`src/rtl/frp_cfg.svh`:
```
// Opcodes, phase lengths, reset values and timing counts of the command block
`ifndef FRP_CFG_SVH
`define FRP_CFG_SVH

`define FRP_CLK_MHZ          50

`define FRP_OP_SUSPEND       8'h75
`define FRP_OP_RESUME        8'h7a
`define FRP_OP_PWR_DOWN      8'hb9
`define FRP_OP_RELEASE_ID    8'hab
`define FRP_OP_MFR_DEV       8'h90
`define FRP_OP_MFR_DEV_DUAL  8'h92
`define FRP_OP_MFR_DEV_QUAD  8'h94
`define FRP_OP_UNIQUE_ID     8'h4b

`define FRP_CMD_BITS         8
`define FRP_ID_DUMMY_BITS    24
`define FRP_ADDR3_BITS       24
`define FRP_ADDR4_BITS       32
`define FRP_MODE_BITS        8
`define FRP_QUAD_DUMMY_CLKS  4
`define FRP_UID_DUMMY3_BITS  32
`define FRP_UID_DUMMY4_BITS  40
`define FRP_DEV_ID_BITS      8
`define FRP_MFR_DEV_BITS     16
`define FRP_UID_BITS         64

// Pin synchroniser reset value, order {io[3:0], sck, cs_n}
`define FRP_PINS_RST         6'h01

// Longest time: round down
`define FRP_BUSY_SET_NS      200
`define FRP_BUSY_SET_CYC     ((`FRP_BUSY_SET_NS * `FRP_CLK_MHZ) / 1000)
`define FRP_TDP_NS           3000
`define FRP_TDP_CYC          ((`FRP_TDP_NS * `FRP_CLK_MHZ) / 1000)
// Least time: round up
`define FRP_POWERDOWN_RELEASE_TIME_NS         3000
`define FRP_POWERDOWN_RELEASE_TIME_CYC        ((`FRP_POWERDOWN_RELEASE_TIME_NS * `FRP_CLK_MHZ + 999) / 1000)

`endif

```
`src/rtl/frp_pkg.sv`:
```
// Types shared by the command block
package frp_pkg;

    typedef enum logic [1:0] {
        ST_CMD,
        ST_PRE,
        ST_DATA,
        ST_SKIP
    } frp_state_t;

    typedef logic [2:0] frp_lanes_t;

endpackage : frp_pkg

```
`src/rtl/frp_pin_if.sv`:
```
// Synchronised serial pins passed from the synchroniser to the core
`timescale 1ns/100ps
interface frp_pin_if;
    logic       cs_n;
    logic       sck;
    logic [3:0] io;
    modport src (output cs_n, output sck, output io);
    modport dst (input cs_n, input sck, input io);
endinterface : frp_pin_if

```
`src/rtl/frp_pin_sync.sv`:
```
// Two-flop synchroniser for the host-driven serial pins
`timescale 1ns/100ps
`include "frp_cfg.svh"
module frp_pin_sync import frp_pkg::*; (
    // Clock and reset
    input  wire logic       i_clk,
    input  wire logic       i_rstn,
    // Raw pins
    input  wire logic       i_cs_n,
    input  wire logic       i_sck,
    input  wire logic [3:0] i_io,
    // Synchronised pins
    frp_pin_if.src          o_pins
);
    localparam logic [5:0] PINS_RST = `FRP_PINS_RST;

    logic [5:0] raw;
    logic [5:0] sync_q;

    assign raw = {i_io, i_sck, i_cs_n};

    // First flop feeds only the second
    for (genvar g = 0; g < 6; g++) begin : g_bit
        logic meta_q;
        logic hold_q;
        always_ff @(posedge i_clk) begin
            if (!i_rstn) begin
                meta_q <= PINS_RST[g];
                hold_q <= PINS_RST[g];
            end else begin
                meta_q <= raw[g];
                hold_q <= meta_q;
            end
        end
        assign sync_q[g] = hold_q;
    end

    assign o_pins.cs_n = sync_q[0];
    assign o_pins.sck  = sync_q[1];
    assign o_pins.io   = sync_q[5:2];

endmodule : frp_pin_sync

```
`src/rtl/frp_cmd_core.sv`:
```
// Resume, power-down and identification command handling of the serial flash
//
// Functional notes
// - Resume accepted only with suspend set, not busy
// - Resume clears suspend, busy within 200 ns
// - Resume ignored if suspend clear or busy
// - Resume ignored after power loss in suspend
// - Power-down needs chip select high after bit eight
// - Power-down entered within the entry time
// - Powered down, only the release is recognised
// - Reset always leaves normal operation
// - Release waits its time before new instructions
// - Device ID after three dummy bytes, repeated
// - Manufacturer then device ID after zero address
// - Dual read, two bits per clock, alternating
// - Quad read, four dummy clocks, four bits
// - Dual and quad address grows in four-byte mode
// - Unique number after four dummy bytes
// - Five dummy bytes in four-byte mode
// - Suspend accepted only unsuspended and busy
`timescale 1ns/100ps
`include "frp_cfg.svh"
module frp_cmd_core import frp_pkg::*; #(
    parameter logic [7:0]  MFR_ID    = 8'h5a,                 // Arbitrary value
    parameter logic [7:0]  DEV_ID    = 8'h3c,                 // Arbitrary value
    parameter logic [63:0] UNIQUE_ID = 64'h0123_4567_89ab_cdef // Arbitrary value
) (
    // Clock and reset
    input  wire logic       i_clk,
    input  wire logic       i_rstn,
    // Serial pins
    input  wire logic       i_cs_n,
    input  wire logic       i_sck,
    input  wire logic [3:0] i_io,
    output logic      [3:0] o_io,
    output logic      [3:0] o_io_oe,
    // Erase and program engine
    input  wire logic       i_busy,
    input  wire logic       i_power_lost,
    input  wire logic       i_addr4b,
    output logic            o_suspend_req,
    output logic            o_resume_req,
    // Status
    output logic            o_suspend_flag,
    output logic            o_busy,
    output logic            o_powered_down
);
    localparam logic [15:0] TDP_CYC   = 16'(`FRP_TDP_CYC);
    localparam logic [15:0] POWERDOWN_RELEASE_TIME_CYC = 16'(`FRP_POWERDOWN_RELEASE_TIME_CYC);
    localparam int          TDP_LIM   = `FRP_TDP_CYC + 1;
    localparam int          BUSY_LIM  = `FRP_BUSY_SET_CYC - 1;

    frp_pin_if pins ();

    frp_pin_sync u_sync (
        .i_clk  (i_clk),
        .i_rstn (i_rstn),
        .i_cs_n (i_cs_n),
        .i_sck  (i_sck),
        .i_io   (i_io),
        .o_pins (pins)
    );

    frp_state_t  st_q;
    frp_state_t  dec_st;
    logic        sck_d_q;
    logic        cs_d_q;
    logic        sck_rise;
    logic        sck_fall;
    logic        cs_rise;
    logic [7:0]  cmd_q;
    logic [7:0]  cmd_full;
    logic [5:0]  bits_q;
    logic [5:0]  pre_cnt_q;
    logic [5:0]  pre_len_q;
    logic [5:0]  pre_len_d;
    frp_lanes_t  lanes_q;
    frp_lanes_t  lanes_d;
    logic [6:0]  plen_q;
    logic [6:0]  plen_d;
    logic [63:0] pat_q;
    logic [63:0] pat_d;
    logic [63:0] sr_q;
    logic [6:0]  out_cnt_q;
    logic [6:0]  out_nxt;
    logic        pre_last;
    logic        blocked;
    logic        frame8;
    logic        exec_pd;
    logic        exec_rel;
    logic        exec_sus;
    logic        exec_res;
    logic        pd_pend_q;
    logic [15:0] pd_cnt_q;
    logic [15:0] rel_cnt_q;
    logic        lost_q;
    logic        res_wait_q;

    // Edges of the sampled serial clock; the link clock idles outside frames
    always_ff @(posedge i_clk) begin
        if (!i_rstn) begin
            sck_d_q <= 1'b0;
            cs_d_q  <= 1'b1;
        end else begin
            sck_d_q <= pins.sck;
            cs_d_q  <= pins.cs_n;
        end
    end

    assign sck_rise = pins.sck & ~sck_d_q & ~pins.cs_n;
    assign sck_fall = ~pins.sck & sck_d_q & ~pins.cs_n;
    assign cs_rise  = pins.cs_n & ~cs_d_q;

    // Powered down, entering or releasing: no instruction is decoded but the frame-end release, taken when powered down
    assign blocked  = o_powered_down | pd_pend_q | (rel_cnt_q != 16'h0000);
    assign cmd_full = {cmd_q[6:0], pins.io[0]};
    assign pre_last = (pre_cnt_q == pre_len_q - 6'h01);

    // Opcode decode on the eighth rising edge
    always_comb begin
        dec_st    = ST_SKIP;
        pre_len_d = 6'h00;
        lanes_d   = 3'h1;
        plen_d    = 7'(`FRP_DEV_ID_BITS);
        pat_d     = 64'h0;
        if (!blocked) begin
            unique case (cmd_full)
                `FRP_OP_RELEASE_ID: begin
                    dec_st    = ST_PRE;
                    pre_len_d = 6'(`FRP_ID_DUMMY_BITS);
                    pat_d     = {DEV_ID, 56'h0};
                end
                `FRP_OP_MFR_DEV: begin
                    dec_st    = ST_PRE;
                    pre_len_d = 6'(`FRP_ADDR3_BITS);
                    plen_d    = 7'(`FRP_MFR_DEV_BITS);
                    pat_d     = {MFR_ID, DEV_ID, 48'h0};
                end
                `FRP_OP_MFR_DEV_DUAL: begin
                    dec_st    = ST_PRE;
                    lanes_d   = 3'h2;
                    plen_d    = 7'(`FRP_MFR_DEV_BITS);
                    pat_d     = {MFR_ID, DEV_ID, 48'h0};
                    // Mode byte is clocked in but not acted on
                    pre_len_d = i_addr4b ?
                        6'((`FRP_ADDR4_BITS + `FRP_MODE_BITS) / 2) :
                        6'((`FRP_ADDR3_BITS + `FRP_MODE_BITS) / 2);
                end
                `FRP_OP_MFR_DEV_QUAD: begin
                    dec_st    = ST_PRE;
                    lanes_d   = 3'h4;
                    plen_d    = 7'(`FRP_MFR_DEV_BITS);
                    pat_d     = {MFR_ID, DEV_ID, 48'h0};
                    pre_len_d = i_addr4b ?
                        6'(`FRP_QUAD_DUMMY_CLKS + (`FRP_ADDR4_BITS + `FRP_MODE_BITS) / 4) :
                        6'(`FRP_QUAD_DUMMY_CLKS + (`FRP_ADDR3_BITS + `FRP_MODE_BITS) / 4);
                end
                `FRP_OP_UNIQUE_ID: begin
                    dec_st    = ST_PRE;
                    plen_d    = 7'(`FRP_UID_BITS);
                    pat_d     = UNIQUE_ID;
                    pre_len_d = i_addr4b ? 6'(`FRP_UID_DUMMY4_BITS) :
                                           6'(`FRP_UID_DUMMY3_BITS);
                end
                default: dec_st = ST_SKIP;
            endcase
        end
    end

    // Frame state; chip select high always restarts at the opcode
    always_ff @(posedge i_clk) begin
        if (!i_rstn) begin
            st_q <= ST_CMD;
        end else if (pins.cs_n) begin
            st_q <= ST_CMD;
        end else begin
            unique case (st_q)
                ST_CMD: begin
                    if (sck_rise && bits_q == 6'h07) begin
                        st_q <= dec_st;
                    end
                end
                ST_PRE: begin
                    if (sck_rise && pre_last) begin
                        st_q <= ST_DATA;
                    end
                end
                ST_DATA: st_q <= ST_DATA;
                ST_SKIP: st_q <= ST_SKIP;
            endcase
        end
    end

    // Opcode shift, MSB first on rising edges
    always_ff @(posedge i_clk) begin
        if (!i_rstn || pins.cs_n) begin
            cmd_q  <= 8'h00;
            bits_q <= 6'h00;
        end else if (sck_rise) begin
            if (st_q == ST_CMD) begin
                cmd_q <= cmd_full;
            end
            if (bits_q != 6'h3f) begin
                bits_q <= bits_q + 6'h01;
            end
        end
    end

    // Address, mode and dummy clocks are counted, not stored
    always_ff @(posedge i_clk) begin
        if (!i_rstn || pins.cs_n) begin
            pre_cnt_q <= 6'h00;
        end else if (sck_rise && st_q == ST_PRE) begin
            pre_cnt_q <= pre_cnt_q + 6'h01;
        end
    end

    always_ff @(posedge i_clk) begin
        if (!i_rstn) begin
            pre_len_q <= 6'h00;
            lanes_q   <= 3'h1;
            plen_q    <= 7'(`FRP_DEV_ID_BITS);
            pat_q     <= 64'h0;
        end else if (st_q == ST_CMD && sck_rise && bits_q == 6'h07) begin
            pre_len_q <= pre_len_d;
            lanes_q   <= lanes_d;
            plen_q    <= plen_d;
            pat_q     <= pat_d;
        end
    end

    // Read-out: pattern repeats until chip select rises
    assign out_nxt = out_cnt_q + {4'h0, lanes_q};

    always_ff @(posedge i_clk) begin
        if (!i_rstn || pins.cs_n) begin
            sr_q      <= 64'h0;
            out_cnt_q <= 7'h00;
            o_io      <= 4'h0;
            o_io_oe   <= 4'h0;
        end else if (st_q == ST_PRE && sck_rise && pre_last) begin
            sr_q      <= pat_q;
            out_cnt_q <= 7'h00;
        end else if (st_q == ST_DATA && sck_fall) begin
            unique case (lanes_q)
                3'h4: begin
                    o_io    <= sr_q[63:60];
                    o_io_oe <= 4'hf;
                end
                3'h2: begin
                    o_io    <= {2'h0, sr_q[63:62]};
                    o_io_oe <= 4'h3;
                end
                default: begin
                    o_io    <= {2'h0, sr_q[63], 1'b0};
                    o_io_oe <= 4'h2;
                end
            endcase
            if (out_nxt >= plen_q) begin
                sr_q      <= pat_q;
                out_cnt_q <= 7'h00;
            end else begin
                sr_q      <= sr_q << lanes_q;
                out_cnt_q <= out_nxt;
            end
        end
    end

    // Frame-end instructions act only on exactly eight bits
    assign frame8   = cs_rise && bits_q == 6'(`FRP_CMD_BITS);
    assign exec_pd  = frame8 && cmd_q == `FRP_OP_PWR_DOWN && !blocked;
    assign exec_rel = frame8 && cmd_q == `FRP_OP_RELEASE_ID && o_powered_down && !pd_pend_q;
    assign exec_sus = frame8 && cmd_q == `FRP_OP_SUSPEND && !blocked
                      && !o_suspend_flag && o_busy;
    assign exec_res = frame8 && cmd_q == `FRP_OP_RESUME && !blocked
                      && o_suspend_flag && !o_busy && !lost_q;

    // Power-down entry and release timing
    always_ff @(posedge i_clk) begin
        if (!i_rstn) begin
            o_powered_down <= 1'b0;
            pd_pend_q      <= 1'b0;
            pd_cnt_q       <= 16'h0000;
        end else if (exec_pd) begin
            pd_pend_q <= 1'b1;
            pd_cnt_q  <= TDP_CYC - 16'h0001;
        end else if (pd_pend_q) begin
            if (pd_cnt_q == 16'h0000) begin
                pd_pend_q      <= 1'b0;
                o_powered_down <= 1'b1;
            end else begin
                pd_cnt_q <= pd_cnt_q - 16'h0001;
            end
        end else if (exec_rel) begin
            o_powered_down <= 1'b0;
        end
    end

    // Reads whose eighth rising edge and frame-end instructions whose chip select rise fall in release are dropped
    always_ff @(posedge i_clk) begin
        if (!i_rstn) begin
            rel_cnt_q <= 16'h0000;
        end else if (exec_rel) begin
            rel_cnt_q <= POWERDOWN_RELEASE_TIME_CYC;
        end else if (rel_cnt_q != 16'h0000) begin
            rel_cnt_q <= rel_cnt_q - 16'h0001;
        end
    end

    // Suspend flag: a set wins over a clear in the same cycle
    always_ff @(posedge i_clk) begin
        if (!i_rstn) begin
            o_suspend_flag <= 1'b0;
        end else if (exec_sus) begin
            o_suspend_flag <= 1'b1;
        end else if (exec_res || i_power_lost) begin
            o_suspend_flag <= 1'b0;
        end
    end

    // Power loss poisons any pending resume until the next suspend
    always_ff @(posedge i_clk) begin
        if (!i_rstn) begin
            lost_q <= 1'b0;
        end else if (i_power_lost) begin
            lost_q <= 1'b1;
        end else if (exec_sus) begin
            lost_q <= 1'b0;
        end
    end

    // Busy is forced until the engine takes over, hiding its restart latency
    always_ff @(posedge i_clk) begin
        if (!i_rstn) begin
            res_wait_q <= 1'b0;
            o_busy     <= 1'b0;
        end else begin
            if (exec_res) begin
                res_wait_q <= 1'b1;
            end else if (i_busy) begin
                res_wait_q <= 1'b0;
            end
            o_busy <= i_busy | exec_res | res_wait_q;
        end
    end

    always_ff @(posedge i_clk) begin
        if (!i_rstn) begin
            o_suspend_req <= 1'b0;
            o_resume_req  <= 1'b0;
        end else begin
            o_suspend_req <= exec_sus;
            o_resume_req  <= exec_res;
        end
    end

    a_resume_gate: assert property (
        @(posedge i_clk) disable iff (!i_rstn)
        o_resume_req |-> $past(o_suspend_flag) && !$past(o_busy) && !$past(lost_q))
        else $error("resume taken without suspend set and idle");

    a_resume_ignored: assert property (
        @(posedge i_clk) disable iff (!i_rstn)
        (frame8 && cmd_q == `FRP_OP_RESUME && (!o_suspend_flag || o_busy)) |=> !o_resume_req)
        else $error("resume not ignored");

    a_resume_flag_busy: assert property (
        @(posedge i_clk) disable iff (!i_rstn)
        $rose(o_resume_req) |-> !o_suspend_flag ##0 (##[0:BUSY_LIM] o_busy))
        else $error("resume did not clear suspend or raise busy in time");

    a_resume_lost: assert property (
        @(posedge i_clk) disable iff (!i_rstn)
        lost_q |-> !exec_res)
        else $error("resume taken after power loss");

    a_pd_exact: assert property (
        @(posedge i_clk) disable iff (!i_rstn)
        $rose(pd_pend_q) |-> $past(cmd_q) == `FRP_OP_PWR_DOWN && $past(bits_q) == 6'h08)
        else $error("power-down started without an exact opcode frame");

    a_pd_entry: assert property (
        @(posedge i_clk) disable iff (!i_rstn)
        $rose(pd_pend_q) |-> ##[1:TDP_LIM] o_powered_down)
        else $error("power-down not entered in time");

    a_pd_silent: assert property (
        @(posedge i_clk) disable iff (!i_rstn)
        o_powered_down |-> st_q != ST_PRE && st_q != ST_DATA && o_io_oe == 4'h0)
        else $error("instruction decoded while powered down");

    a_reset_normal: assert property (
        @(posedge i_clk) disable iff (!i_rstn)
        $rose(i_rstn) |-> !o_powered_down)
        else $error("left reset powered down");

    a_release_wait: assert property (
        @(posedge i_clk) disable iff (!i_rstn)
        $fell(o_powered_down) |-> (rel_cnt_q != 16'h0000 && st_q != ST_PRE) [*8])
        else $error("instruction accepted during release time");

    a_suspend_gate: assert property (
        @(posedge i_clk) disable iff (!i_rstn)
        $rose(o_suspend_flag) |-> $past(cmd_q) == `FRP_OP_SUSPEND && $past(o_busy))
        else $error("suspend set without a valid suspend instruction");

    a_lane_enable: assert property (
        @(posedge i_clk) disable iff (!i_rstn)
        (o_io_oe != 4'h0) |-> (lanes_q == 3'h2 && o_io_oe == 4'h3)
            || (lanes_q == 3'h4 && o_io_oe == 4'hf) || (lanes_q == 3'h1 && o_io_oe == 4'h2))
        else $error("output lanes do not match the read width");

endmodule : frp_cmd_core

```
`config.mk`:
```
export PLATFORM = sky130hd
export DESIGN_NAME = frp_cmd_core
export DESIGN_NICKNAME = d
export VERILOG_FILES = /design/src/rtl/frp_pkg.sv /design/src/rtl/frp_pin_if.sv /design/src/rtl/frp_pin_sync.sv /design/src/rtl/frp_cmd_core.sv
export VERILOG_INCLUDE_DIRS = /design/src /design/src/rtl
export SDC_FILE = /design/constraint.sdc
export NUM_CORES = 1
export LEC_CHECK = 0
export BUFFER_PORTS_ARGS = -buffer_cell sky130_fd_sc_hd__buf_2
export CORE_AREA = 2 2 136 138
export CTS_CLUSTER_DIAMETER = 150
export DETAILED_ROUTE_END_ITERATION = 16
export DIE_AREA = 0 0 138 140
export HOLD_SLACK_MARGIN = 0.15
export PLACE_DENSITY_LB_ADDON = 0.1
export SLEW_MARGIN = 20
export SYNTH_ARGS = -nofsm -noshare
export SYNTH_HDL_FRONTEND = slang
export SYNTH_SLANG_ARGS = --single-unit
```
`constraint.sdc`:
```
create_clock -name i_clk -period 5.46 [get_ports i_clk]
set_input_delay 0.819 -clock i_clk [delete_from_list [all_inputs] [get_ports i_clk]]
set_output_delay 0.819 -clock i_clk [all_outputs]
set_load 0.005 [all_outputs]
```
==> metrics list, run 1 <==
* Run status: finished, final reports clean
- Post-cts hold buffer count: 0
- Vias post-DR: 7294
- The number of cells on the worst reg-to-reg path is 14.
- The synthesized design contains 164 register bits.
- At the worst endpoint, the required time is 5.83 ns.
* Synth top area share: 0.3590
- The complex-gate fraction of the synthesized area came to 0.1628.
* Crit path arrival time: 4.12 ns
- Counting instances, the worst hold path has a depth of 1.
- CTS built an H-tree with a depth of 4.
- Critical Setup Path Class: flip-flop to flip-flop
- Clock Root Buffer: sky130_fd_sc_hd__clkbuf_16
* Area grow syn2layout: 9.124%
- Starting utilization of the core area: 0.5144
- Slowest stage cell, crit path: sky130_fd_sc_hd__nand3_1
- Via-to-Cell Ratio: 5.780
- Count of routing violations after the opening detailed-route iteration: 460
- Number of flops mapped to enable cells by yosys: 0
- Along the worst path, the maximum fanout reaches 19.
* Cts repair resizes: 0
- Main combinational cell family by area after synthesis: simple AND/OR/NAND/NOR gates
- Maximum buffer depth of the clock tree: 2
- Buffers inserted during clock tree synthesis total 17.
- In this run the worst setup path begins at lanes_q[0].
- The final layout contains 1049 nets.
* Die Area: 0.01932 sq mm
- Unique masters post-synth: 81
- Of the total synthesized cell area, the portion taken by XOR and XNOR cells is 0.04706.
- Synthesis handed over a netlist of 1031 instances.
* Die outline height: 140 um
- After detailed routing, the total wire length is 20490 um.
* Final count of negative-setup-slack endpoints: 0
* Peak supply drop: 0.3618 mV
- RePlAce Congestion: 0.8210
- Most area-hungry cell type in the Yosys netlist: sky130_fd_sc_hd__dfxtp_1
- Total power per unit cell area: 289.5 mW/mm^2
- Max-Slew Margin vs Limit: 0.2919
- The worst register-to-register path ends at sr_q[21].
* Worst-case clock skew: 0.01175 ns
* Critical register-to-register path startpoint: lanes_q[0]
- The clock net in this run drives a total of 164 sinks.
* TritonCTS clock tree: done
* Highest cell delay on the worst timing path: 0.64 ns
- Max_cap viols: 0
- The count of buffers added on input and output ports is 20.
* Clock slew seen by the registers of the worst setup and hold paths: 0.07 ns
- Hold is met by 0.4222 ns.
- Clock latency on the worst-skew pair: 0.43 ns
- 1st-pass router iterations: 5
* Proportion of synthesized area in mux cells: 0.1468
- In this run the horizontal extent of the chip is 138 um.
* Netlist area before placement: 0.009146 sq mm
- End point of the most critical hold path: u_sync.o_pins.cs_n
- Of the total synthesized cell area, the portion taken by AND, OR, NAND and NOR gates is 0.2194.
- After detailed routing, the number of remaining DRC violations is 0.
* Antenna violations before repair: 0
* GRT overflow: 0
- Once detailed placement completed, the half-perimeter wirelength came to 13600 um.
- Crit share post-route: 0.6870
* Synth warnings: 0
- Proportion of register bits with asynchronous set or reset after synthesis: 0
- Rows: 49
- Of the cells placed in the final design, the portion with a size suffix greater than 1 is 0.1346.
* Final-layout setup total negative slack: 0 ns
- Predominant post-synthesis flop cell: sky130_fd_sc_hd__dfxtp_1
- Mapped Avg Cell Area: 8.871 sq um
- Wire length of the first global-routing pass: 35070 um
* Post-DR wirelength/cell: 16.24 um
- The setup check on the worst reg-to-reg path leaves a slack of 1.71 ns.
* ANT cells: 0
* P_leak: 3.755 nW
* Hold Crit Start: u_sync.g_bit[0].meta_q
* Slew Limit Fails: 0
- Cell chain of the critical path: ha_1 > fa_1 > a21o_1 > nand2_1 > nor2_1 > xor2_1 > ha_1 > nor2_1 > o211a_1 > a31o_2 > nand3_1 > buf_4 > a21oi_1 > a211o_1
- Of the total synthesized cell area, the portion taken by full adders, half adders and majority gates is 0.02544.
- Post-synthesis sequential area ratio: 0.3590
* Number of hold violations in the final report: 0
- By area the synthesized netlist is led by sky130_fd_sc_hd__dfxtp_1 36%, sky130_fd_sc_hd__mux4_2 8.4%, sky130_fd_sc_hd__nand2_1 6.9%, sky130_fd_sc_hd__mux2i_1 4.7%, sky130_fd_sc_hd__nor2_1 4.6%.
- Setup bufs post-CTS: 0
* Worst Tran Pin Value: 1.062 ns
* Total global routing track utilization: 0.2168
* Nets in the synthesized netlist: 1060
- STA classifies the critical path startpoint as a flip-flop.
- Entering global routing, the biggest net connects 79 pins.
- Path class of the lowest-slack min-delay path: flip-flop to flip-flop
- Number of global-route vias before repair: 7003
- Pin placement for this block handled 24 I/O pins.
- Upper clock frequency limit: 0.2666 GHz
- Kind of end point of the critical path: flip-flop
- Setup repair after global routing left no endpoint under its margin.
* Final Critical Period: 3.751 ns
- Core Box Area: 0.01778 sq mm
* Count of nets left with antenna violations after detail routing: 0
-- flip-flops by register name (all words and copies together) (netlist names), 2 cells and up --
register,count
pre_cnt_q,6
lanes_q,3
sr_q,64
plen_q,3
out_cnt_q,7
pat_q,5
u_sync.g_bit.meta_q,3
o_io,4
st_q,2
pd_cnt_q,16
o_io_oe,3
rel_cnt_q,16
cmd_q,8
pre_len_q,5
bits_q,6
-- layout make-up --
cell class / count / area, sq um
repair buffers: 35 / 212.7
clock inverters: 11 / 113.9
flip-flops and latches: 164 / 3292
multi-input cells: 783 / 5523
clock buffers: 21 / 481.7
well taps: 229 / 286.5
inverters: 19 / 71.32
fillers: 1689 / 7799
-- kinds of logic after synthesis --
group / Yosys count
buffers and inverters: 84
adder cells (fa/ha/maj): 18
AND/OR/NAND/NOR: 421
AO/OA/AOI/OAI: 207
XOR/XNOR: 47
multiplexers: 90
flip-flops: 164
-- worst max-delay path, delay by kind of cell (launching register included) --
family          cells  cell delay [ns]
compound gates      5             0.93
flops               1             0.34
simple gates        4             0.96
buf+inv             1             0.45
xor+xnor            1             0.15
fa+ha+maj           3             0.85
-- where the power goes --
| part | total (mW) | switching (mW) | internal, mW |
|---|---|---|---|
| sequential | 1.31 | 0.0548 | 1.25 |
| clock | 1.20 | 0.514 | 0.690 |
| combinational | 0.380 | 0.222 | 0.158 |
| total | 2.89 | 0.790 | 2.10 |
-- placed cells by master (no fill, tap or decap), types with 3 or more instances in the layout --
cell / n
sky130_fd_sc_hd__buf_4: 15
sky130_fd_sc_hd__o21a_1: 6
sky130_fd_sc_hd__and3_1: 7
sky130_fd_sc_hd__a221o_1: 7
sky130_fd_sc_hd__a21boi_0: 12
sky130_fd_sc_hd__clkbuf_16: 18
sky130_fd_sc_hd__nand2_1: 167
sky130_fd_sc_hd__inv_6: 4
sky130_fd_sc_hd__a21boi_1: 6
sky130_fd_sc_hd__and2_1: 9
sky130_fd_sc_hd__buf_2: 20
sky130_fd_sc_hd__dfxtp_1: 161
sky130_fd_sc_hd__a31oi_1: 6
sky130_fd_sc_hd__mux4_2: 34
sky130_fd_sc_hd__or4_1: 3
sky130_fd_sc_hd__a2bb2oi_1: 3
sky130_fd_sc_hd__a211oi_1: 10
sky130_fd_sc_hd__xor2_1: 22
sky130_fd_sc_hd__nand2b_1: 8
sky130_fd_sc_hd__mux2i_1: 43
sky130_fd_sc_hd__nand3b_1: 3
sky130_fd_sc_hd__nand4_1: 8
sky130_fd_sc_hd__nor3b_1: 5
sky130_fd_sc_hd__mux2_2: 13
sky130_fd_sc_hd__a21oi_1: 60
sky130_fd_sc_hd__xnor2_1: 24
sky130_fd_sc_hd__nor2b_1: 15
sky130_fd_sc_hd__o21ai_0: 15
sky130_fd_sc_hd__nor3_1: 21
sky130_fd_sc_hd__or3_1: 8
sky130_fd_sc_hd__ha_1: 17
sky130_fd_sc_hd__a211o_1: 28
sky130_fd_sc_hd__nor4_1: 10
sky130_fd_sc_hd__a21o_1: 3
sky130_fd_sc_hd__nor2_1: 113
sky130_fd_sc_hd__inv_1: 18
sky130_fd_sc_hd__nand3_1: 20
sky130_fd_sc_hd__a22oi_1: 27
-- through the flow --
| stage | power, mW | util | setup WS (ns) | std cells | instance area [sq um] |
|---|---|---|---|---|---|
| CTS | 2.928 | 0.5614 | 1.716 | 1262 | 9981 |
| finish | 2.890 | 0.5614 | 1.709 | 1262 | 9981 |
| global route | 3.040 | 0.5614 | 1.466 | 1262 | 9981 |
| floorplan | 1.634 | - | 2.475 | 1031 | 9146 |
| global placement | 1.707 | 0.5279 | 1.759 | 1230 | 9385 |
| detailed placement | 1.711 | 0.5279 | 1.753 | 1230 | 9385 |
-- how the worst max path moves through the flow --
stage	end	slack, ns	cells after the start
2_1_floorplan	sr_q[34]	2.48	13
3_3_place_gp	sr_q[15]	1.76	14
3_5_place_dp	sr_q[21]	1.75	14
4_1_cts	sr_q[21]	1.72	14
5_1_grt	sr_q[32]	1.47	14
6_report	sr_q[21]	1.71	14
-- Yosys cell counts, types with 8 or more instances --
master,count
sky130_fd_sc_hd__nor2b_1,15
sky130_fd_sc_hd__inv_1,19
sky130_fd_sc_hd__nor3_1,21
sky130_fd_sc_hd__xor2_1,22
sky130_fd_sc_hd__nand2_1,167
sky130_fd_sc_hd__or3_1,8
sky130_fd_sc_hd__a211oi_1,10
sky130_fd_sc_hd__nand4_1,8
sky130_fd_sc_hd__and2_1,9
sky130_fd_sc_hd__clkbuf_1,40
sky130_fd_sc_hd__nand3_1,20
sky130_fd_sc_hd__dfxtp_1,164
sky130_fd_sc_hd__nand2b_1,8
sky130_fd_sc_hd__a21oi_1,60
sky130_fd_sc_hd__a22oi_1,27
sky130_fd_sc_hd__a21boi_0,12
sky130_fd_sc_hd__o21ai_0,15
sky130_fd_sc_hd__a211o_1,28
sky130_fd_sc_hd__mux2i_1,43
sky130_fd_sc_hd__mux4_2,34
sky130_fd_sc_hd__nor4_1,10
sky130_fd_sc_hd__ha_1,17
sky130_fd_sc_hd__xnor2_1,24
sky130_fd_sc_hd__buf_2,16
sky130_fd_sc_hd__mux2_2,13
sky130_fd_sc_hd__nor2_1,113
-- routing by layer --
metal / vias to the layer above / routed length (um) / track usage
li1: 3668 / - / -
met1: 3494 / 9867 / 0.2937
met2: 119 / 9678 / 0.3590
met3: 13 / 794 / 0.04239
met4: 0 / 153 / 0.05317
met5: - / 0 / 0
(Power assumes the default switching activity.)
==> inputs of run 2 (changes only) <==
- ABC_AREA: unset -> 1
- CORE_AREA: 2 2 136 138 -> 2 2 142 144
- DIE_AREA: 0 0 138 140 -> 0 0 144 146
- clock period: 5.46 -> 3.5 ns (I/O delays scaled with it)
==> run 2 against run 1 <==
Net effect:
- largest cell class unchanged
- utilization down 0.063 points
- register-to-register slack lost 1.1 ns
- cell count is 49% higher
- combinational power up 65%
- sequential share of layout area fell by 2.7 points
- non-clock buffer count is 3 higher
- power increased by 54%
- sequential power up 51%
- sequential cell count is the same
- critical endpoint is now sr_q[50]
- clock skew up 0.0048 ns
- die area increased by 8.8%
- largest power group unchanged
==> metrics list, run 2 <==
* Run status: finished, final reports clean
- Post-cts hold buffer count: 0
* I/O pin count: 24
- After detailed placement, the total cell area comes to 0.01026 sq mm.
- Number of flops mapped to enable cells by yosys: 0
- The die covers 0.02102 sq mm.
- Number of hold violations in the final report: 0
- Of the total power, the clock network draws 0.415.
* Count of nets left with antenna violations after detail routing: 0
- Number of buffer cells added on primary ports: 20
- Total global routing track utilization: 0.2324
* Die outline height: 146 um
- The number of different library cells used by synthesis comes to 48.
- Placement Setup Slack: 0.6665 ns
- Counting tap cells, the placed design contains a total of 1853 instances.
- Synth top area share: 0.3270
- The register with the most flip-flops in the layout has 64 of them.
- When the netlist entered floorplanning its net count stood at 1656.
- Pint: 3.108 mW
- Clock Root Buffer: sky130_fd_sc_hd__clkbuf_16
* Via-to-Cell Ratio: 5.120
- The final-report max-slew violation count was 0.
* Total DRC errors in the routed layout: 0
- Total wire length: 23630 um
* Total power per unit cell area: 411.5 mW/mm^2
- The number of global-route vias before repair was 8812.
- Of the total power, registers draw 0.445.
- Horizontal extent of the die: 144 um
- The synthesized netlist occupies a cell area of 0.01004 sq mm.
- PnR worst setup slack: 0.6449 ns
* Most common cell in the netlist: sky130_fd_sc_hd__nand2_1
- The library cell used most frequently in the layout, excluding fill and tap cells, is sky130_fd_sc_hd__nand2_1.
- ANT cells: 0
- Counting every sink on the clock net gives 164.
- Across the VDD grid, the largest voltage drop is 0.3304 mV.
- After clock tree synthesis, the clock-pin slew on the worst setup and hold paths is 0.07 ns.
- Final count of negative-setup-slack endpoints: 0
* Synth warnings: 0
* Crit share post-route: 0.8157
- The biggest area contributor in the post-synthesis netlist is sky130_fd_sc_hd__dfxtp_1.
* TritonCTS clock tree: done
- The finished layout holds 1885 standard cells, fillers aside.
- Along the worst path, the maximum fanout reaches 15.
- For this design the static power due to leakage is 4.993 nW.
* Post-route cell area: 0.01084 sq mm
- Number of nets in the finished design: 1636
* GRT overflow: 0
* Dpl hpwl: 15830 um
- The analysis attributes to net switching a power of 1.354 mW.
- Maximum buffer depth of the clock tree: 2
* Net switching share of the total power: 0.3034
- The clock arrives with 0.01657 ns of skew.
- Area grow syn2layout: 7.975%
- Worst Tran Pin Value: 0.8591 ns
- RSZ-0062 raised after global routing: false
- In the final routed layout, each cell accounts on average for 12.53 um.
* Path class of the lowest-slack min-delay path: input pin to flip-flop
- Predominant post-synthesis flop cell: sky130_fd_sc_hd__dfxtp_1
- In the layout the commonest cells are 396 x sky130_fd_sc_hd__nand2_1, 226 x sky130_fd_sc_hd__nor2_1, 223 x sky130_fd_sc_hd__inv_1, 168 x sky130_fd_sc_hd__o21ai_0, 161 x sky130_fd_sc_hd__dfxtp_1.
- Proportion of register bits with asynchronous set or reset after synthesis: 0
* Post-synthesis sequential area ratio: 0.3270
* Count of routing violations after the opening detailed-route iteration: 620
* Core Box Area: 0.01933 sq mm
- Counting the buffers created by CTS gives 17.
- The initial utilization of the core area, before any placement, comes to 0.5193.
- Crit path arrival time: 3.19 ns
- Upper clock frequency limit: 0.3503 GHz
- Vias post-DR: 9651
- Cts repair resizes: 0
- Yosys attributes the largest share of cell area to sky130_fd_sc_hd__dfxtp_1 33%, sky130_fd_sc_hd__nand2_1 15%, sky130_fd_sc_hd__nor2_1 8.5%, sky130_fd_sc_hd__o21ai_0 8.4%, sky130_fd_sc_hd__inv_1 8.3%.
- Count of mapped cells out of synthesis: 1627
- Worst path required time: 3.83 ns
- Of the total power, combinational logic draws 0.140.
- In this run the mean area of a mapped cell was 6.171 sq um.
- Once the clock tree was built, the setup fixing pass inserted 0 buffers.
* Number of levels in the clock H-tree: 4
- Maximum number of pins on one net before global-route repair: 91
* CP startpoint kind: flip-flop
- Final Critical Period: 2.855 ns
- Clock latency on the worst-skew pair: 0.45 ns
- After floorplanning, the core was divided into 51 placement rows.
- The synthesized design contains 164 register bits.
* Antenna violations before repair: 0
- Biggest register: sr_q
- Largest registers: sr_q: 64 flops, pd_cnt_q: 16 flops, rel_cnt_q: 16 flops
* Max-Slew Margin vs Limit: 0.4273
- Ratio of cells with drive above 1 in the final layout: 0.06914
- The congestion estimate from routability-driven global placement came to 0.8423.
- Max-cap violations in this run came to 0.
- Final-layout setup total negative slack: 0 ns
- Kind of end point of the critical path: flip-flop
- The first global-routing pass estimated 40480 um of wire.
* Critical Setup Path Class: flip-flop to flip-flop
- Sorting the synthesized cells by how often they occur yields 396 x sky130_fd_sc_hd__nand2_1, 227 x sky130_fd_sc_hd__nor2_1, 223 x sky130_fd_sc_hd__inv_1.
- 1st-pass router iterations: 5
==> run 2: final cells by class <==
class                           instances  area, sq um
Tap cell                              265        331.6
Timing Repair Buffer                   38        247.7
Clock inverter                         15        155.1
Fill cell                            1985         8493
Clock buffer                           17        425.4
Sequential cell                       164         3287
Multi-Input combinational cell       1153         5520
Inverter                              233        874.6
==> run 2: cells by family (layout without fill, tap and decap cells) <==
logic type | count (synthesis) | count (layout) | synth area share
XOR/XNOR | 22 | 22 | 0.01919
multiplexers | 8 | 8 | 0.007975
AND/OR/NAND/NOR | 812 | 812 | 0.3399
flip-flops | 164 | 164 | 0.3270
buffers and inverters | 310 | 303 | 0.1240
adder cells (fa/ha/maj) | 18 | 18 | 0.02318
AO/OA/AOI/OAI | 293 | 293 | 0.1588
==> run 2: final timing paths <==
path	startpoint	to	slack, ns	cells after the start
max	lanes_q[0]	sr_q[50]	0.64	17
min	i_cs_n	u_sync.g_bit[0].meta_q	0.27	2
max reg2reg	lanes_q[0]	sr_q[50]	0.64	17
min reg2reg	u_sync.g_bit[2].meta_q	u_sync.g_bit[2].hold_q	0.40	2
==> run 2: stage by stage <==
step | hold slack [ns] | total power, mW | util
floorplan | 0.3905 | 2.521 | -
global route | 0.2749 | 4.695 | 0.5607
CTS | 0.2677 | 4.506 | 0.5607
global placement | 0.3944 | 2.644 | 0.5307
detailed placement | 0.4004 | 2.655 | 0.5307
finish | 0.2725 | 4.462 | 0.5607
==> run 2: power by group through the flow <==
stage / Sequential (mW) / Combinational, mW / Clock [mW]
floorplan: 2.01 / 0.509 / 0
global placement: 2.03 / 0.618 / 0
detailed placement: 2.02 / 0.630 / 0
CTS: 1.98 / 0.632 / 1.89
global route: 1.99 / 0.732 / 1.97
finish: 1.98 / 0.626 / 1.85
==> run 2: critical path, cell delays in order, from the launching register on <==
cell	delay (ns)
sky130_fd_sc_hd__dfxtp_2	0.32
sky130_fd_sc_hd__ha_1	0.21
sky130_fd_sc_hd__fa_1	0.39
sky130_fd_sc_hd__nand2_1	0.11
sky130_fd_sc_hd__nand2_1	0.09
sky130_fd_sc_hd__nand2_1	0.08
sky130_fd_sc_hd__xor2_1	0.14
sky130_fd_sc_hd__inv_1	0.07
sky130_fd_sc_hd__ha_1	0.27
sky130_fd_sc_hd__nand2_1	0.06
sky130_fd_sc_hd__nand3_1	0.08
sky130_fd_sc_hd__nand2_2	0.11
sky130_fd_sc_hd__nand3_2	0.10
sky130_fd_sc_hd__buf_4	0.22
sky130_fd_sc_hd__nand2_1	0.13
sky130_fd_sc_hd__nand2_1	0.13
sky130_fd_sc_hd__o21bai_1	0.18
sky130_fd_sc_hd__inv_1	0.05
==> run 2: layer usage <==
layer | part of all wire | track usage | vias up
met1 | 0.47 | 0.3010 | 4344
met2 | 0.48 | 0.4010 | 182
met3 | 0.038 | 0.03554 | 23
met4 | 0.011 | 0.06176 | 0
li1 | - | - | 5102
met5 | 0 | 0 | -
==> inputs of run 3 (changes only) <==
- clock period: 3.5 -> 2.6 ns (I/O delays scaled with it)
==> run 3 against run 2 <==
Net effect:
- the run now ends with design-rule violations, negative setup slack left
- die area unchanged
- worst setup slack got worse by 0.66 ns
- clock-buffer cell count increased by 3
- first-iteration DRC count decreased by 5.0%
- register-to-register slack got worse by 0.66 ns
- critical path depth increased by 1
- largest cell class unchanged
- largest power group unchanged
- highest routed layer unchanged
==> metrics list, run 3 (synthesized netlist as in run 2, its figures left out) <==
- RePlAce Congestion: 0.8564
- Once detailed placement completed, the half-perimeter wirelength came to 16400 um.
- Kind of end point of the critical path: flip-flop
* Clock slew seen by the registers of the worst setup and hold paths: 0.07 ns
- Of the cells placed in the final design, the portion with a size suffix greater than 1 is 0.1073.
- Number of levels in the clock H-tree: 4
- I/O pin count: 24
- Largest registers: sr_q: 64 flops, pd_cnt_q: 16 flops, rel_cnt_q: 16 flops
- Layer with the highest usage after global routing: met2
* Maximum buffer depth of the clock tree: 2
- Peak supply drop: 0.4345 mV
- TritonCTS clock tree: done
* Violations in the final reports: design-rule violations, negative setup slack
- Clock latency on the worst-skew pair, taken at its later pin, is 0.43 ns.
- The run finished, with violations left.
- For this design the ratio of total power to cell area is 524.0 mW/mm^2.
* ANT cells: 0
* Path class of the lowest-slack min-delay path: input pin to flip-flop
- Post-route cell area: 0.01140 sq mm
- From synthesis to final layout, the design area changed by 13.56%.
* Starting utilization of the core area: 0.5193
* Clock buffers created by TritonCTS: 17
- Once detail routing completed, the nets flagged for antenna violations numbered 0.
- Antenna violations before repair: 0
- Crit path arrival time: 2.98 ns
- The clock arrives with 0.01094 ns of skew.
- The routed layout has 9780 vias.
- Most frequent cells in the layout: 387 x sky130_fd_sc_hd__nand2_1, 223 x sky130_fd_sc_hd__inv_1, 205 x sky130_fd_sc_hd__nor2_1, 167 x sky130_fd_sc_hd__o21ai_0, 160 x sky130_fd_sc_hd__dfxtp_1
* Slew Limit Fails: 0
- In this run the static leakage power is 5.229 nW.
* Die outline height: 146 um
* Crit share post-route: 1.006
- Worst hold slack: 0.1603 ns
- Via-to-Cell Ratio: 5.107
- Worst path required time: 2.96 ns
- Number of hold violations in the final report: 0
- After detailed routing, the total wire length is 24670 um.
* Final Critical Period: 2.616 ns
* CP startpoint kind: flip-flop
* Critical Setup Path Class: flip-flop to flip-flop
* GRT overflow: 0
- Entering global routing, the biggest net connects 91 pins.
* Most common library cell in the layout ignoring fill and taps: sky130_fd_sc_hd__nand2_1
* Placed Instance Area: 0.01049 sq mm
* Number of nets in the finished design: 1666
* Grt met1 use: 0.2975
* Hold Crit Depth: 3
* Core Box Area: 0.01933 sq mm
- Port buffering added 20 buffers.
- GR met3 Demand/Resource: 0.04014
- PnR worst setup slack: -0.01559 ns
* Total global routing track utilization: 0.2332
* Placement Setup Slack: -0.04460 ns
- Measured in cells, the most critical reg-to-reg path has a length of 18.
- Wire length of the first global-routing pass: 40730 um
* Max-Slew Margin vs Limit: 0.4336
- CTS saw 164 sinks.
- In the global route stage, met2 resource usage came out at 0.4060.
- The die covers 0.02102 sq mm.
- Measured along the x axis, the die boundary spans 144 um.
- The register with the most flip-flops in the layout has 64 of them.
- The design draws 5.975 mW.
* Final count of negative-setup-slack endpoints: 4
- Post-route core utilization: 0.5897
- Max_cap viols: 0
- After detailed routing, the number of remaining DRC violations is 2.
* Post-DR wirelength/cell: 12.88 um
- Rows: 51
- The first detailed-routing pass ran for 12 iterations.
- Setup repair after global routing could not meet its margin everywhere.
- Clock Root Buffer: sky130_fd_sc_hd__clkbuf_16
- For this run, the top clock speed supported by timing is 0.3823 GHz.
- Worst Tran Pin Value: 0.8496 ns
* Largest fanout on the critical path: 5
- Number of global-route vias before repair: 8947
- The register with the most flip-flops in the final layout is sr_q.
- In this run, the number of DRC markers left after iteration 0 of detailed routing was 589.
## run 3: timing repair
item,in CTS,in global routing
gates cloned,0,4
endpoints found under the setup margin,58,71
hold buffers,2,0
resized for setup,6,59
hold endpoints to repair,2,0
pin swaps,1,18
setup buffers,0,2
## run 3: final timing paths
kind,from,end,slack [ns]
worst max-delay path,lanes_q[0],sr_q[18],-0.02
worst min-delay path,i_sck,u_sync.g_bit[1].meta_q,0.16
worst max register to register,lanes_q[0],sr_q[18],-0.02
worst min register to register,u_sync.g_bit[0].meta_q,u_sync.o_pins.cs_n,0.42
## run 3: metal layers
layer,up-vias,routed length [um]
li1,5158,-
met1,4430,11560
met2,165,11850
met3,27,904
met4,0,350
met5,-,0
## run 3: area by class of cell
cell class	instances	area, sq um
tap	265	331.6
sequential	164	3288
fill	1905	7933
inverter	233	877.1
clock buffer	20	446.7
multi-input combinational	1154	5732
clock inverter	12	121.4
timing repair buffer	67	605.6
## run 3: critical path: stages (launching register included)
cell and delay, ns:
sky130_fd_sc_hd__dfxtp_2 0.33, sky130_fd_sc_hd__ha_4 0.16, sky130_fd_sc_hd__fa_2 0.39, sky130_fd_sc_hd__nand2_2 0.08, sky130_fd_sc_hd__nand2_2 0.06, sky130_fd_sc_hd__nand2_2 0.06
sky130_fd_sc_hd__xor2_1 0.13, sky130_fd_sc_hd__inv_1 0.07, sky130_fd_sc_hd__ha_1 0.27, sky130_fd_sc_hd__nand2_1 0.07, sky130_fd_sc_hd__nand3_2 0.07, sky130_fd_sc_hd__nand2_2 0.09
sky130_fd_sc_hd__buf_6 0.10, sky130_fd_sc_hd__nand4_1 0.09, sky130_fd_sc_hd__buf_6 0.17, sky130_fd_sc_hd__clkbuf_16 0.17, sky130_fd_sc_hd__nor2_4 0.08, sky130_fd_sc_hd__nor2_2 0.04
sky130_fd_sc_hd__nor2_1 0.09
## run 3: power by group
| part | internal, mW | total (mW) | leakage [nW] | switching (mW) |
|---|---|---|---|---|
| combinational | 0.306 | 0.849 | 3.63 | 0.543 |
| sequential | 2.60 | 2.67 | 1.33 | 0.0703 |
| clock | 1.36 | 2.45 | 0.270 | 1.09 |
| total | 4.27 | 5.97 | 5.23 | 1.71 |
## run 3: metrics by stage
stage	cells	setup TNS, ns
after floorplan	1627	0
after global placement	1875	-0.2105
after detailed placement	1875	-1.246
after CTS	1909	0
after global routing	1915	-9.927
final	1915	-0.02244
